--- config.mk ---
export PLATFORM = sky130hd
export DESIGN_NAME = tsio_port_top
export DESIGN_NICKNAME = d
export VERILOG_FILES = /design/src/pkg/tsio_pkg.sv /design/src/rtl/tsio_pin_cell.sv /design/src/rtl/tsio_port_top.sv
export SDC_FILE = /design/constraint.sdc
export NUM_CORES = 2
export LEC_CHECK = 0
export BUFFER_PORTS_ARGS = -buffer_cell sky130_fd_sc_hd__buf_2
export CAP_MARGIN = 20
export CORE_MARGIN = 2
export CORE_UTILIZATION = 50
export CTS_CLUSTER_SIZE = 14
export DETAILED_ROUTE_END_ITERATION = 6
export GPL_TIMING_DRIVEN = 0
export PLACE_DENSITY = 0.7
export SLEW_MARGIN = 30
export SYNTH_ARGS = -nofsm -noshare
export SYNTH_HDL_FRONTEND = slang
export SYNTH_SLANG_ARGS = --single-unit
--- constraint.sdc ---
create_clock -name clk_sys -period 2.8 [get_ports clk_sys]
set_clock_uncertainty 0.2 [all_clocks]
set_input_delay 0 -clock clk_sys [delete_from_list [all_inputs] [get_ports clk_sys]]
set_output_delay 0 -clock clk_sys [all_outputs]
set_load 0.02 [all_outputs]
--- src/pkg/tsio_pkg.sv ---
package tsio_pkg;

	localparam int NPORT = 5;
	localparam int NPIN = 32;
	localparam int DATA_W = 32;
	localparam int CNT_W = 16;
	localparam int SH_CNT_W = 6;
	localparam int PORT_IDX_W = 3;

	// Port widths, narrowest first; port k covers pins 0 .. width-1
	localparam int PORT_W [NPORT] = '{1, 4, 8, 16, 32};

	// Configuration word fields (OP_CFG data)
	localparam int CFG_EN = 0;
	localparam int CFG_DIR = 1;
	localparam int CFG_OD = 2;
	localparam int CFG_CLK = 3;
	localparam int CFG_STRB = 4;
	localparam int CFG_W = 5;

	localparam logic [CFG_W-1:0] CFG_RST = 5'h00;
	localparam logic [CNT_W-1:0] CNT_RST = 16'h0000;
	localparam logic [DATA_W-1:0] DATA_RST = 32'h00000000;
	localparam logic [SH_CNT_W-1:0] SH_CNT_RST = 6'h00;

	// Clock block select values; block 0 is the reference clock
	localparam logic CLKBLK_REF = 1'b0;
	localparam logic CLKBLK_EXT = 1'b1;

	// The 1-bit port whose pin may act as external clock source
	localparam int CLKSRC_PORT = 0;
	localparam int CLKSRC_PIN = 0;

	typedef enum logic [2:0] {
		OP_CFG,
		OP_OUT,
		OP_IN,
		OP_TIME,
		OP_COND,
		OP_CNT,
		OP_TS,
		OP_PEEK
	} tsio_op_t;

endpackage : tsio_pkg

--- src/rtl/tsio_pin_cell.sv ---
`timescale 1ns/1ps
module tsio_pin_cell (
	// Ownership requests, index 0 is the narrowest port
	input logic [tsio_pkg::NPORT-1:0] claim,
	input logic linkEn,
	// Per-port drive state for this pin
	input logic [tsio_pkg::NPORT-1:0] outBit,
	input logic [tsio_pkg::NPORT-1:0] dirOut,
	input logic [tsio_pkg::NPORT-1:0] openDrain,
	// Pin
	output logic pinOut,
	output logic pinOe
);
	import tsio_pkg::*;

	logic [NPORT-1:0] live;
	logic [NPORT-1:0] owner;
	logic drive;
	logic val;
	logic odSel;

	// Link takes the pin from every port
	assign live = linkEn ? '0 : claim;
	// Lowest set bit wins: narrower port beats wider ones
	assign owner = live & NPORT'(~live + NPORT'(1));
	assign drive = |(owner & dirOut);
	assign val = |(owner & outBit);
	assign odSel = |(owner & openDrain);

	// Open drain only ever drives a zero
	assign pinOut = odSel ? 1'b0 : val;
	assign pinOe = drive & (odSel ? ~val : 1'b1);

endmodule : tsio_pin_cell

--- src/rtl/tsio_port_top.sv ---
`timescale 1ns/1ps
// Notes on behaviour
// - Five ports: widths 1, 4, 8, 16, 32
// - One direction bit per port, all pins
// - Drive pins, sample them, optional condition wait
// - Each core command answered next cycle
// - Open drain: zero pulls low, one floats
// - Open drain chosen once per whole port
// - Shift register plus transfer register buffer data
// - 16-bit counter times transfers
// - Counter readable at any time
// - Transfer delayed until counter equals target
// - Counter captured as timestamp on transfer
// - Enabled link disables ports on its pins
// - Narrower enabled port owns shared pin
// - Unclaimed pins stay with wider port
// - Ports always transfer full width
// - Pin events go straight to scheduler
// - Reset selects clock block zero
// - Accept input strobe, emit output strobe
// - 1-bit port pin can clock ports
module tsio_port_top (
	// Clock and reset
	input logic clk_sys,
	input logic rstn,
	// Core command port
	input logic cmdValid,
	output logic cmdReady,
	input logic [tsio_pkg::PORT_IDX_W-1:0] cmdPort,
	input tsio_pkg::tsio_op_t cmdOp,
	input logic [tsio_pkg::DATA_W-1:0] cmdData,
	output logic rspValid,
	output logic [tsio_pkg::DATA_W-1:0] rspData,
	// Scheduler events
	output logic [tsio_pkg::NPORT-1:0] portEvent,
	// Strobes
	input logic [tsio_pkg::NPORT-1:0] readyIn,
	output logic [tsio_pkg::NPORT-1:0] readyOut,
	// Link pin sharing
	input logic [tsio_pkg::NPIN-1:0] linkEn,
	// Pins
	input logic [tsio_pkg::NPIN-1:0] pinIn,
	output logic [tsio_pkg::NPIN-1:0] pinOut,
	output logic [tsio_pkg::NPIN-1:0] pinOe
);
	import tsio_pkg::*;

	// Per-port state gathered for selection and pin muxing
	logic [CFG_W-1:0] cfgA [NPORT];
	logic [CNT_W-1:0] cntA [NPORT];
	logic [CNT_W-1:0] tsA [NPORT];
	logic [DATA_W-1:0] rxA [NPORT];
	logic [DATA_W-1:0] outValA [NPORT];
	logic [DATA_W-1:0] peekA [NPORT];
	logic [NPORT-1:0] txFullA;
	logic [NPORT-1:0] rxFullA;
	logic [NPORT-1:0] enA;
	logic [NPORT-1:0] dirA;
	logic [NPORT-1:0] odA;

	logic clkPrev_reg;
	logic extEdge;
	logic portOk;
	logic [PORT_IDX_W-1:0] pIdx;
	logic cmdFire;
	logic [DATA_W-1:0] rspNext;
	logic rspValid_reg;
	logic [DATA_W-1:0] rspData_reg;

	// External clock from the 1-bit port pin, only when that port samples it
	assign extEdge = pinIn[CLKSRC_PIN] & ~clkPrev_reg & enA[CLKSRC_PORT]
		& ~dirA[CLKSRC_PORT];

	always_ff @(posedge clk_sys or negedge rstn) begin
		if (!rstn) begin
			clkPrev_reg <= 1'b0;
		end else begin
			clkPrev_reg <= pinIn[CLKSRC_PIN];
		end
	end

	// Command decode
	assign portOk = cmdPort < PORT_IDX_W'(NPORT);
	assign pIdx = portOk ? cmdPort : '0;
	// Blocking data moves stall through ready rather than being dropped
	assign cmdReady = !portOk ? 1'b1 :
		(cmdOp == OP_OUT) ? (!txFullA[pIdx] && dirA[pIdx]) :
		(cmdOp == OP_IN) ? rxFullA[pIdx] : 1'b1;
	assign cmdFire = cmdValid & cmdReady;

	for (genvar g = 0; g < NPORT; g++) begin : gPort
		localparam int W = PORT_W[g];
		localparam int BEATS = DATA_W / W;
		localparam logic [SH_CNT_W-1:0] LAST = SH_CNT_W'(BEATS - 1);
		localparam logic [DATA_W-1:0] WMASK = DATA_W'((64'h1 << W) - 64'h1);

		logic [CFG_W-1:0] cfg_reg;
		logic [CNT_W-1:0] cnt_reg;
		logic [CNT_W-1:0] ts_reg;
		logic [CNT_W-1:0] timeVal_reg;
		logic timeArm_reg;
		logic [DATA_W-1:0] condVal_reg;
		logic condArm_reg;
		logic [DATA_W-1:0] tx_reg;
		logic txFull_reg;
		logic [DATA_W-1:0] sh_reg;
		logic [SH_CNT_W-1:0] shCnt_reg;
		logic [DATA_W-1:0] rx_reg;
		logic rxFull_reg;
		logic [DATA_W-1:0] outVal_reg;
		logic evt_reg;
		logic rdyOut_reg;

		logic sel;
		logic wrCfg;
		logic wrOut;
		logic rdIn;
		logic wrTime;
		logic wrCond;
		logic tick;
		logic timeOk;
		logic condOk;
		logic strbOk;
		logic [DATA_W-1:0] inShift;
		logic inBeat;
		logic inDone;
		logic outLoad;
		logic outShift;

		assign sel = cmdFire && portOk && (cmdPort == PORT_IDX_W'(g));
		assign wrCfg = sel && (cmdOp == OP_CFG);
		assign wrOut = sel && (cmdOp == OP_OUT);
		assign rdIn = sel && (cmdOp == OP_IN);
		assign wrTime = sel && (cmdOp == OP_TIME);
		assign wrCond = sel && (cmdOp == OP_COND);

		// Port clock: reference every cycle, or edge of the 1-bit port pin
		assign tick = cfg_reg[CFG_EN] &&
			((cfg_reg[CFG_CLK] == CLKBLK_EXT) ? extEdge : 1'b1);
		assign timeOk = !timeArm_reg || (cnt_reg == timeVal_reg);
		// Condition looks at all pins of the port, owned or not
		assign condOk = !condArm_reg || ((pinIn & WMASK) == condVal_reg);
		assign strbOk = !cfg_reg[CFG_STRB] || readyIn[g];
		// Least significant beat first; full word after BEATS samples
		assign inShift = DATA_W'({pinIn, sh_reg} >> W);

		// A word only starts when the receive register has room
		assign inBeat = tick && !cfg_reg[CFG_DIR] && strbOk &&
			((shCnt_reg != '0) || (timeOk && condOk && !rxFull_reg));
		assign inDone = inBeat && (shCnt_reg == LAST);
		assign outLoad = tick && cfg_reg[CFG_DIR] && (shCnt_reg == '0) &&
			txFull_reg && timeOk;
		assign outShift = tick && cfg_reg[CFG_DIR] && (shCnt_reg != '0);

		always_ff @(posedge clk_sys or negedge rstn) begin
			if (!rstn) begin
				cfg_reg <= CFG_RST;
				cnt_reg <= CNT_RST;
				ts_reg <= CNT_RST;
			end else begin
				if (wrCfg) begin
					cfg_reg <= cmdData[CFG_W-1:0];
				end
				if (tick) begin
					cnt_reg <= CNT_W'(cnt_reg + CNT_W'(1));
				end
				if (inDone || outLoad) begin
					ts_reg <= cnt_reg;
				end
			end
		end

		// Arming wins over the disarm of a transfer in the same cycle
		always_ff @(posedge clk_sys or negedge rstn) begin
			if (!rstn) begin
				timeArm_reg <= 1'b0;
				timeVal_reg <= CNT_RST;
				condArm_reg <= 1'b0;
				condVal_reg <= DATA_RST;
			end else begin
				if (wrTime) begin
					timeArm_reg <= 1'b1;
					timeVal_reg <= cmdData[CNT_W-1:0];
				end else if (inDone || outLoad || wrCfg) begin
					timeArm_reg <= 1'b0;
				end
				if (wrCond) begin
					condArm_reg <= 1'b1;
					condVal_reg <= cmdData & WMASK;
				end else if (inDone || wrCfg) begin
					condArm_reg <= 1'b0;
				end
			end
		end

		always_ff @(posedge clk_sys or negedge rstn) begin
			if (!rstn) begin
				tx_reg <= DATA_RST;
				txFull_reg <= 1'b0;
				rx_reg <= DATA_RST;
				rxFull_reg <= 1'b0;
			end else begin
				if (wrOut) begin
					tx_reg <= cmdData;
				end
				txFull_reg <= wrOut | (txFull_reg & ~outLoad & ~wrCfg);
				if (inDone) begin
					rx_reg <= inShift;
				end
				// New word set wins over a read clearing the flag
				rxFull_reg <= inDone | (rxFull_reg & ~rdIn & ~wrCfg);
			end
		end

		always_ff @(posedge clk_sys or negedge rstn) begin
			if (!rstn) begin
				sh_reg <= DATA_RST;
				shCnt_reg <= SH_CNT_RST;
				outVal_reg <= DATA_RST;
			end else if (wrCfg) begin
				shCnt_reg <= SH_CNT_RST;
			end else if (inBeat) begin
				sh_reg <= inShift;
				shCnt_reg <= inDone ? SH_CNT_RST : SH_CNT_W'(shCnt_reg + SH_CNT_W'(1));
			end else if (outLoad) begin
				outVal_reg <= tx_reg;
				sh_reg <= tx_reg >> W;
				shCnt_reg <= LAST;
			end else if (outShift) begin
				outVal_reg <= sh_reg;
				sh_reg <= sh_reg >> W;
				shCnt_reg <= SH_CNT_W'(shCnt_reg - SH_CNT_W'(1));
			end
		end

		// Event and strobe pulses line up with the registered pin data
		always_ff @(posedge clk_sys or negedge rstn) begin
			if (!rstn) begin
				evt_reg <= 1'b0;
				rdyOut_reg <= 1'b0;
			end else begin
				evt_reg <= inDone | outLoad;
				rdyOut_reg <= outLoad | outShift;
			end
		end

		assign cfgA[g] = cfg_reg;
		assign cntA[g] = cnt_reg;
		assign tsA[g] = ts_reg;
		assign rxA[g] = rx_reg;
		assign outValA[g] = outVal_reg;
		assign peekA[g] = pinIn & WMASK;
		assign txFullA[g] = txFull_reg;
		assign rxFullA[g] = rxFull_reg;
		assign enA[g] = cfg_reg[CFG_EN];
		assign dirA[g] = cfg_reg[CFG_DIR];
		assign odA[g] = cfg_reg[CFG_OD];
		assign portEvent[g] = evt_reg;
		assign readyOut[g] = rdyOut_reg;
	end

	// Answer to the command one cycle after it is taken
	assign rspNext = !portOk ? DATA_RST :
		(cmdOp == OP_CFG) ? DATA_W'(cfgA[pIdx]) :
		(cmdOp == OP_IN) ? rxA[pIdx] :
		(cmdOp == OP_CNT) ? DATA_W'(cntA[pIdx]) :
		(cmdOp == OP_TS) ? DATA_W'(tsA[pIdx]) :
		(cmdOp == OP_PEEK) ? peekA[pIdx] : DATA_RST;

	always_ff @(posedge clk_sys or negedge rstn) begin
		if (!rstn) begin
			rspValid_reg <= 1'b0;
			rspData_reg <= DATA_RST;
		end else begin
			rspValid_reg <= cmdFire;
			if (cmdFire) begin
				rspData_reg <= rspNext;
			end
		end
	end

	assign rspValid = rspValid_reg;
	assign rspData = rspData_reg;

	// Pin ownership, one cell per pin
	for (genvar p = 0; p < NPIN; p++) begin : gPin
		logic [NPORT-1:0] claim;
		logic [NPORT-1:0] outBit;

		for (genvar k = 0; k < NPORT; k++) begin : gClaim
			// A port claims only pins within its width; others stay with wider ports
			assign claim[k] = enA[k] && (p < PORT_W[k]);
			assign outBit[k] = outValA[k][p];
		end

		tsio_pin_cell uCell (
			.claim(claim),
			.linkEn(linkEn[p]),
			.outBit(outBit),
			.dirOut(dirA),
			.openDrain(odA),
			.pinOut(pinOut[p]),
			.pinOe(pinOe[p])
		);
	end

endmodule : tsio_port_top

==> reports/metrics.yaml <==
path_class: "flip-flop to output pin"
required_ns: 2.60
slew_headroom_pct: 24.0
synth_area_leaders: "dfrtp_1 (53%), mux2_2 (13%), nand2_1 (4.4%)"
timing_hold_violations_final: 0
route.vias.total: 35400
track_usage_pct: 33.8
r2r_end: "gPort[2].tx_reg[26]"
mostFrequentLayoutCells: "dfrtp_1 (906), nand2_1 (524), mux2_2 (423)"
grt_first_pass_wirelength_mm: 230
async_flop_share_pct: 100
share_comb_of_total_power_pct: 22.0
place_hpwl_mm: 113
syn2layout_area_growth_pct: 24.9
power_density_mw_per_mm2: 735
p_leak_nw: 26.4
routed_via_density: 6.15
crit_buf_inv: 5
row_count: 110
rr_startpoint: "gPort[3].cfg_reg[1]"
ios: 218
drive_gt1_share_pct: 34.7
path_clk_slew_ns: 0.06
yosysTopAreaCell: "dfrtp_1"
synth_edf_count: 0
place.gp.congestion: 0.996
pre_cts_ws_ns: -1.33
min_to: "gPort[2].condArm_reg"
drc: 0
io_buffer_count: 197
sw_frac_of_total_pct: 31.4
clockPowerShare_pct: 32.0
clockBufferDepth: 3
ys_types: 84
maxCapViolCount: 0
critPathLaunchType: "flip-flop"
netlist_area_mm2: 0.0452
internal_power_mw: 28.5
synth_top_area_share_pct: 53.2
ys.flop_type: "dfrtp_1"
final_common_cell: "dfrtp_1"
rrSetupSlack_ns: -0.12
drt_iter0_drc: 3670
cp_top_family: "buffers and inverters"
grt_max_degree: 123
crit_path_top_delay_cell: "dfrtp_2"
fin_crit_ns: 2.99
ys_seq_elements: 961
violations: "setup timing"
fp.dieH_um: 305
clk_latency_ns: 0.70
crit_top_cell: "buf_4"
fin_cells: 5762
cp.arrival_ns: 2.79
synth_nets: 4070
yosysSeqAreaShare_pct: 53.2
die_w_um: 305
ys_warn_count: 0
place_inst: 5339
setup_viol: 165
r2r_cells: 11
cts_max_level: 3
cts_tree: "yes"
antenna_left: 0
grt_pass1_vias: 33900
grt_antenna_before_repair: 19
initial_core_util_pct: 50.3
drv_slew: 0
globalRouteOverflowTotal: 0
switching_power_mw: 13.0
tightest_slew_ns: 1.14
whs_path_depth: 4
vdd_drop_max_uv: 504
postSynthCellCount: 3942
fmax_mhz: 334
hold_path.class: "input port to flip-flop"
slowest_delay_ns: 0.43
drt-pass1-iter-count: 7
die_area_mm2: 0.0929
wl_mm: 162
outcome: "finished, violations left"
min_from: "cmdPort[1]"
wl_per_cell_um: 28.1
p_seq_share_pct: 46.0
syn_avg_cell_area_um2: 11.5
critPathCaptureType: "output pin"
cts_buffers: 99
crit_chain: "clkbuf_16 > nor2b_4 > a22oi_2 > nor2_2 > a221oi_2 > buf_4 > nor2_2 > a21oi_2 > buf_4 > nor3b_2 > buf_4 > buf_2"
cts.sinks: 961
period_share_pct: 107
fp.coreArea_mm2: 0.0899
fin_ws_ns: -0.191
crit_fanout: 4
cts_root_buffer: "clkbuf_16"
nNetsFinal: 4634
grt_setup_unrepaired: "yes"
per-stage QoR:
stage               instance area, µm²  hold slack (ns)  TNS (ns)  utilization (%)  power, mW
floorplan                        45200           -0.496         0                -       23.5
global placement                 47700          -0.0389         -             53.1       26.3
detailed placement               48400           -0.237   -492.40             53.8       26.7
CTS                              54100         0.000234     -4.44             60.2       40.6
global route                     56500          0.00854    -10.39             62.9       43.1
finish                           56500           0.0164     -7.88             62.9       41.5
layer usage:
| metal | share of wire [%] | up-vias | global-route usage (%) |
|---|---|---|---|
| met5 | 0.052 | - | 0 |
| met4 | 5.9 | 12 | 18.6 |
| met3 | 11 | 429 | 8.57 |
| met2 | 44 | 1825 | 50.1 |
| met1 | 39 | 18100 | 45.5 |
| li1 | - | 15100 | - |
timing repair:
item                                    in CTS  in global routing
resized for setup                          308                402
setup buffers                               70                 85
endpoints found under the setup margin     840                707
pin swaps                                   39                 56
cloned                                       1                 18
hold buffers                                89                  2
endpoints found under the hold margin      867                  2
power by group through the flow:
stage,Clock [mW],Sequential [mW],Combinational (mW)
2_1_floorplan,0,18.2,5.30
3_3_place_gp,0,19.0,7.38
3_5_place_dp,0,19.0,7.70
4_1_cts,13.3,18.9,8.36
5_1_grt,14.0,19.3,9.86
6_report,13.3,19.1,9.14
worst reg2reg max path: cells and delay by family, from the launching register on:
family / cells / cell delay [ns]
buf+inv: 3 / 0.61
mux: 2 / 0.57
compound gates: 3 / 0.51
simple gates: 3 / 0.47
flops: 1 / 0.44
synth_stat cells (6+ instances only):
cell,n
dfrtp_1,961
nand2_1,536
mux2_2,515
xnor2_1,184
clkbuf_1,160
o21ai_0,160
mux2i_1,149
nor2_1,116
a31oi_1,95
a21oi_1,91
buf_4,86
buf_2,70
a22o_1,69
mux2_1,66
nand4_1,60
nand3_1,52
a211oi_1,46
o221ai_1,43
xor2_1,38
inv_1,36
nor3b_1,34
o31ai_1,32
buf_1,29
and3_1,24
nor2b_1,21
and2_1,18
ha_1,18
a22oi_1,16
nor3_1,16
o22ai_1,15
a2111oi_0,14
nor4_1,10
o21ai_1,10
and4_1,9
mux2_4,9
nand2b_1,9
o41ai_1,9
a21o_1,7
a221oi_1,7
o21a_1,7
or2_2,7
nand3_2,6
worst max path at each step:
| stage | slack, ns | to | cells past startpoint | startpoint |
|---|---|---|---|---|
| after floorplan | 0.07 | gPort[2].ts_reg[10] | 9 | gPort[2].cnt_reg[6] |
| after global placement | -19.45 | gPort[4].outVal_reg[8] | 1 | rstn |
| after detailed placement | -1.33 | gPort[4].outVal_reg[20] | 10 | gPort[4].cnt_reg[10] |
| after global routing | -0.29 | pinOut[0] | 12 | gPort[3].cfg_reg[0] |
| after CTS | -0.14 | pinOe[0] | 11 | gPort[3].cfg_reg[0] |
| final | -0.19 | pinOut[0] | 12 | gPort[3].cfg_reg[0] |
layout make-up:
cell class              count  area (µm²)
flip-flops and latches    961       24100
repair buffers            485        4310
clock buffers             149        2970
clock inverters            24         282
fillers                  6927       33400
diodes                      8        20.0
plain buffers             324        2380
multi-input cells        2597       20800
inverters                  38         153
well taps                1176        1470
cells by family after synthesis:
logic type               after synthesis  synth area share (%)
adder cells (fa/ha/maj)               18                 0.498
XOR/XNOR                             222                  4.30
AO/OA/AOI/OAI                        666                  9.94
buffers and inverters                385                  4.14
AND/OR/NAND/NOR                      950                  9.86
flip-flops                           961                  53.2
multiplexers                         740                  18.1
(Power assumes the default switching activity.)
